[config.mk]
export PLATFORM = sky130hd
export DESIGN_NAME = tcsc_device_flat
export DESIGN_NICKNAME = d
export VERILOG_FILES = /design/src/tcsc_pkg.sv /design/src/tcsc_if.sv /design/src/tcsc_device.sv /design/src/flat_wrapper.sv
export SDC_FILE = /design/constraint.sdc
export NUM_CORES = 1
export LEC_CHECK = 0
export BUFFER_PORTS_ARGS = -buffer_cell sky130_fd_sc_hd__buf_2
export CAP_MARGIN = 20
export CELL_PAD_IN_SITES_DETAIL_PLACEMENT = 0
export CELL_PAD_IN_SITES_GLOBAL_PLACEMENT = 1
export CORE_MARGIN = 5
export CORE_UTILIZATION = 48
export DETAILED_ROUTE_END_ITERATION = 7
export PLACE_DENSITY_LB_ADDON = 0.15
export SYNTH_ARGS = -nofsm -noshare
export SYNTH_HDL_FRONTEND = slang
export SYNTH_SLANG_ARGS = --single-unit
[constraint.sdc]
create_clock -name i_core_clk -period 3.31 [get_ports i_core_clk]
set_clock_uncertainty 0.2 [all_clocks]
set_input_delay 0.331 -clock i_core_clk [delete_from_list [all_inputs] [get_ports i_core_clk]]
set_output_delay 0.331 -clock i_core_clk [all_outputs]
set_load 0.1 [all_outputs]
[src/tcsc_pkg.sv]
package tcsc_pkg;
    // telegram layout
    localparam int TCSC_WORD_W = 8;
    localparam int TCSC_CODE_W = 5;
    localparam int TCSC_STANDBY_SELECT_POS = 5;
    localparam int TCSC_CODE_LSB = 0;
    localparam int TCSC_ZERO_HI = 7;
    localparam int TCSC_ZERO_LO = 6;
    // reset values of the held setting
    localparam logic [4:0] TCSC_CODE_RST = 5'h00;
    localparam logic TCSC_STANDBY_SELECT_RST = 1'b0;
    // link timing, in ns, and derived core cycles at 25 MHz
    localparam int TCSC_CORE_NS = 40;
    localparam int TCSC_ESU_NS = 20;
    localparam int TCSC_EOW_NS = 39;
    localparam int TCSC_ESU_CYC = (TCSC_ESU_NS + TCSC_CORE_NS - 1) / TCSC_CORE_NS;
    localparam int TCSC_EOW_CYC = (TCSC_EOW_NS + TCSC_CORE_NS - 1) / TCSC_CORE_NS;
    // master clock divider: half period of the shift clock in core cycles
    localparam int TCSC_HALF_CYC = 4;
endpackage

[src/tcsc_if.sv]
`timescale 1ns/1ps
interface tcsc_if;
    logic serial_latch_enable;
    logic shift_clk;
    logic serial_input_pin;
    modport master (output serial_latch_enable, output shift_clk, output serial_input_pin);
    modport device (input serial_latch_enable, input shift_clk, input serial_input_pin);
endinterface

[src/tcsc_device.sv]
`timescale 1ns/1ps
module tcsc_device
    import tcsc_pkg::*;
(
    input wire logic i_core_clk,
    input wire logic i_rst_n,
    tcsc_if.device link,
    output logic [TCSC_CODE_W-1:0] o_tuning_code,
    output logic o_standby,
    output logic o_update
);
    ////////////////////////////////////////////////////////////////
    // three-stage synchronisers; only stages two and three are compared
    logic [2:0] en_sync_ff;
    logic [2:0] clk_sync_ff;
    logic [2:0] dat_sync_ff;
    logic en_lvl_ff;
    logic clk_lvl_ff;
    logic en_prev_ff;
    logic clk_prev_ff;
    logic [TCSC_WORD_W-1:0] shift_ff;
    logic clk_rise;
    logic en_fall;

    always_ff @(posedge i_core_clk or negedge i_rst_n) begin
        if (!i_rst_n) begin
            en_sync_ff <= 3'h0;
            clk_sync_ff <= 3'h0;
            dat_sync_ff <= 3'h0;
        end else begin
            en_sync_ff <= {en_sync_ff[1:0], link.serial_latch_enable};
            clk_sync_ff <= {clk_sync_ff[1:0], link.shift_clk};
            dat_sync_ff <= {dat_sync_ff[1:0], link.serial_input_pin};
        end
    end

    // filtered levels change only when stages two and three agree
    always_ff @(posedge i_core_clk or negedge i_rst_n) begin
        if (!i_rst_n) begin
            en_lvl_ff <= 1'b0;
            clk_lvl_ff <= 1'b0;
            en_prev_ff <= 1'b0;
            clk_prev_ff <= 1'b0;
        end else begin
            if (en_sync_ff[2] == en_sync_ff[1]) en_lvl_ff <= en_sync_ff[2];
            if (clk_sync_ff[2] == clk_sync_ff[1]) clk_lvl_ff <= clk_sync_ff[2];
            en_prev_ff <= en_lvl_ff;
            clk_prev_ff <= clk_lvl_ff;
        end
    end

    // clock edges count only inside our own frame
    assign clk_rise = clk_lvl_ff & ~clk_prev_ff & en_lvl_ff;
    assign en_fall = en_prev_ff & ~en_lvl_ff;

    ////////////////////////////////////////////////////////////////
    // shifter keeps the last eight bits; data is stable around the rise
    always_ff @(posedge i_core_clk or negedge i_rst_n) begin
        if (!i_rst_n) begin
            shift_ff <= '0;
        end else if (clk_rise) begin
            shift_ff <= {shift_ff[TCSC_WORD_W-2:0], dat_sync_ff[2]};
        end
    end

    // apply only on enable falling edge; bits 7,6 are ignored
    always_ff @(posedge i_core_clk or negedge i_rst_n) begin
        if (!i_rst_n) begin
            o_tuning_code <= TCSC_CODE_RST;
            o_standby <= TCSC_STANDBY_SELECT_RST;
            o_update <= 1'b0;
        end else begin
            o_update <= en_fall;
            if (en_fall) begin
                o_tuning_code <= shift_ff[TCSC_CODE_LSB +: TCSC_CODE_W];
                o_standby <= shift_ff[TCSC_STANDBY_SELECT_POS];
            end
        end
    end
endmodule

[src/flat_wrapper.sv]
// flat-port wrapper written by rule: the top's interface ports become plain ports
module tcsc_device_flat import tcsc_pkg::*;
  (i_core_clk, i_rst_n, o_tuning_code, o_standby, o_update, link_serial_latch_enable, link_shift_clk, link_serial_input_pin);
  tcsc_if link_i ();
  input wire logic i_core_clk;
  input wire logic i_rst_n;
  output logic [TCSC_CODE_W-1:0] o_tuning_code;
  output logic o_standby;
  output logic o_update;
  input wire logic [$bits(link_i.serial_latch_enable)-1:0] link_serial_latch_enable;
  input wire logic [$bits(link_i.shift_clk)-1:0] link_shift_clk;
  input wire logic [$bits(link_i.serial_input_pin)-1:0] link_serial_input_pin;
  assign link_i.serial_latch_enable = link_serial_latch_enable;
  assign link_i.shift_clk = link_shift_clk;
  assign link_i.serial_input_pin = link_serial_input_pin;
  tcsc_device u_core (.i_core_clk(i_core_clk), .i_rst_n(i_rst_n), .link(link_i), .o_tuning_code(o_tuning_code), .o_standby(o_standby), .o_update(o_update));
endmodule
# Yosys cells after proc, flatten, opt, wreduce, memory -nomap -nowiden
# Index checks and enable logic that the tools add are counted.
[word_totals] input_bits=5 output_inout_bits=7 wordCells=18 register_bits=26
[classes] n_eq_ne=2 bitwise=5
[ops] operator="1-bit AND" count=3
[ops] operator="1-bit equality test" count=2
[ops] operator="1-bit NOT" count=2

# Logic depth before layout (Yosys ltp)
[depth] word_depth=3 mapped_depth=3 ltp_nobuf=2

# Least setup slack after synthesis
# OpenSTA, ideal clock, no wires.
[synth_path] path_type="register -> register" start="reg, netlist name u_core.o_standby" end="reg u_core.o_standby" setup_ns=0.125 path_slack_ns=1.854 t_arrival_ns=1.130 required_ns=2.985 n_path_buf=0 synth_period_minus_slack_ns=1.456 stages_incl_launch_ff=2 path_cell_list="dfrtp_1 mux2_2"
[synth_rtl] item="to (signal assigned)" line_no="tcsc_device.sv:76" source="o_standby <= shift_ff[TCSC_STANDBY_SELECT_POS];"
[synth_rtl] item="to (decl)" line_no="tcsc_device.sv:9" source="output logic o_standby,"

# Worst setup path in the final report
[layout_path] start="reg u_core.en_lvl_ff" end="reg u_core.o_standby"
[layout_via] elab_chain_len=2
[layout_lines] item="from (decl)" line_no="tcsc_device.sv:17" source="logic en_lvl_ff;"
[layout_lines] item="from (signal assigned)" line_no="tcsc_device.sv:45" source="if (en_sync_ff[2] == en_sync_ff[1]) en_lvl_ff <= en_sync_ff[2];"
[layout_lines] item="1-bit NOT" line_no="tcsc_device.sv:54" source="assign en_fall = en_prev_ff & ~en_lvl_ff;"
[layout_lines] item="1-bit AND" line_no="tcsc_device.sv:54"
# Every way passes these cells.
# A chain may end at the register's enable or synchronous reset.

==> results.json <==
{
  "status": "finished, final reports clean",
  "synthCells": 43,
  "post-route-period-util_pct": 50.0,
  "cpPeakStageDelay_ps": 500,
  "ys_types": 6,
  "synth_xor_area_share_pct": 0,
  "synth_compound_area_share_pct": 0,
  "antennaDiodeCount": 0,
  "htreeDepth": 1,
  "drt_iter0_drc": 0,
  "ys_seq_area_share_pct": 78.0,
  "avgSynthCellArea_um2": 19.4,
  "area_growth_pct": 16.9,
  "antenna_found_initial": 0,
  "syn-cell-area_um2": 835,
  "final_hold_viol_count": 0,
  "critPathSlowestCell": "nor2b_1",
  "hold-path-endpoint": "u_core.en_sync_ff[1]",
  "core_um2": 1690,
  "hold_class": "register to register",
  "start_util_pct": 49.4,
  "dieArea_um2": 2670,
  "die_w_um": 51.7,
  "min_period_ps": 1650,
  "ys_seq_elements": 26,
  "cts_buffers": 3,
  "via_count": 394,
  "start_kind": "register",
  "tightest_slew_ps": 602,
  "routed_wl_um": 1120,
  "ant_nets": 0,
  "reg2reg_setup_slack_ps": 1660,
  "clkSlewWorstSetupHoldPaths_ps": 120,
  "setup_viol": 0,
  "num_io_pins": 12,
  "tns_ps": 0,
  "portBuffers": 11,
  "regToRegEndpoint": "u_core.o_standby",
  "overflow": 0,
  "cts_resized": 0,
  "synth_fp_nets": 48,
  "ys_warn_count": 0,
  "worst_r2r_path_depth": 2,
  "critPathKind": "register to register",
  "synth.mux.area_fraction_pct": 16.2,
  "first_pass_iters": 1,
  "slew_viol_final": 0,
  "grt_pass1_vias": 454,
  "grt_use_total_pct": 10.3,
  "drive_above_1_share_pct": 45.9,
  "cp_data_required_time_ps": 3310,
  "cts_tree": "built",
  "worstHoldStart": "u_core.en_sync_ff[0]",
  "netlist.top_cell.by_area": "dfrtp_1",
  "critical-path-top-delay-family": "simple AND/OR/NAND/NOR gates",
  "wl_per_cell_um": 14.4,
  "crit_fanout": 7,
  "whs_path_depth": 0,
  "clockRootBuffer": "clkbuf_4",
  "clk_latency_ps": 300,
  "arrival_ps": 1650,
  "synth_top_cell_area_share_pct": 78.0,
  "grt_pass1_wl_um": 2040,
  "crit_buf_inv": 0,
  "clock_sinks": 26,
  "gp_congestion": 0.682,
  "drc": 0,
  "rsz0062_at_grt": "no",
  "yosys.area_share.simple_pct": 2.10,
  "synth_fa_ha_area_share_pct": 2.40,
  "grt_max_degree": 27,
  "fmax_ghz": 0.604,
  "routed_via_density": 5.05,
  "r2r_start": "u_core.en_lvl_ff",
  "synth_area_leaders": "dfrtp_1 (78%), mux2_2 (16%), maj3_1 (2.4%)",
  "clockBufferDepth": 2,
  "slew_headroom_pct": 59.8,
  "maxCapViolations": 0,
  "worstSetupEndpointType": "register",
  "die_h_um": 51.7,
  "synth_top_family_by_area": "multiplexers",
  "rows": 15,
  "layout.nets": 67,
  "crit_chain": "nor2b_1 > mux2_2"
}
## cells in the final DEF (no fill, tap or decap)
| cell type | Yosys | final |
|---|---|---|
| nor2b_1 | 1 | 1 |
| dfrtp_1 | 26 | 26 |
| clkbuf_4 | 0 | 3 |
| maj3_1 | 2 | 2 |
| dlygate4sd3_1 | 0 | 4 |
| clkbuf_8 | 0 | 1 |
| buf_2 | 0 | 11 |
| nand3b_2 | 1 | 1 |
| mux2_2 | 12 | 12 |
## cell families after synthesis
kind of cell  count (synthesis)
fa+ha+maj                     2
buf+inv                       1
flops                        26
mux                          12
simple gates                  2
## metal layers
metal  vias to the layer above  share of wire (%)  global-route usage [%]
li1                        182                  -                       -
met1                       202                 43                    12.6
met2                        10                 50                    18.0
met3                         0                6.5                    2.01
met4                         0                  0                    3.93
met5                         -                  0                       0
## per-stage QoR
step | util, % | hold slack (ps) | instances | cell area [um2] | setup slack [ps]
after floorplan | - | -165 | 43 | 835 | 1850
after CTS | 57.8 | 166 | 78 | 976 | 1620
after global routing | 57.8 | 174 | 78 | 976 | 1560
final | 57.8 | 163 | 78 | 976 | 1660
after detailed placement | 53.3 | 137 | 70 | 900 | 1630
after global placement | 53.3 | 117 | 70 | 900 | 1770
## sequential cells by signal, summed over array words and instances, names as in the netlist, 3 cells and up
register / cells
u_core.en_sync_ff: 3
u_core.shift_ff: 6
u_core.clk_sync_ff: 3
u_core.dat_sync_ff: 3
u_core.o_tuning_code: 5
## cell type report
cell class                 count  area, um2
sequential                    26        651
tap                           17       21.3
clock buffer                   4       36.3
fill                         138        713
timing repair buffer          15       95.1
multi-input combinational     16        173
## worst max-delay path by stage
stage | to | cells after the start | from
after floorplan | u_core.o_standby | 1 | u_core.o_standby
after global placement | u_core.o_tuning_code[0] | 2 | u_core.en_lvl_ff
after detailed placement | u_core.o_standby | 2 | u_core.en_lvl_ff
after CTS | u_core.o_standby | 2 | u_core.en_lvl_ff
after global routing | u_core.o_standby | 2 | u_core.en_lvl_ff
final | u_core.o_standby | 2 | u_core.en_lvl_ff
## worst reg2reg max path, cell delays in order, from the launching register on
cell     delay (ps)
dfrtp_1         440
nor2b_1         500
mux2_2          410
## Yosys cell counts (all sizes together)
cell type,instances
buf,1
maj3,2
mux2,12
nand3b,1
nor2b,1
dfrtp,26
## repair_timing
| item | 4_1_cts | 5_1_grt |
|---|---|---|
| hold endpoints to repair | 29 | 0 |
| buffers inserted | 0 | 0 |
| hold buffers | 4 | 0 |
Power is not shown: default switching activity piles up to over one toggle a cycle in this logic, so the estimate is an artifact.
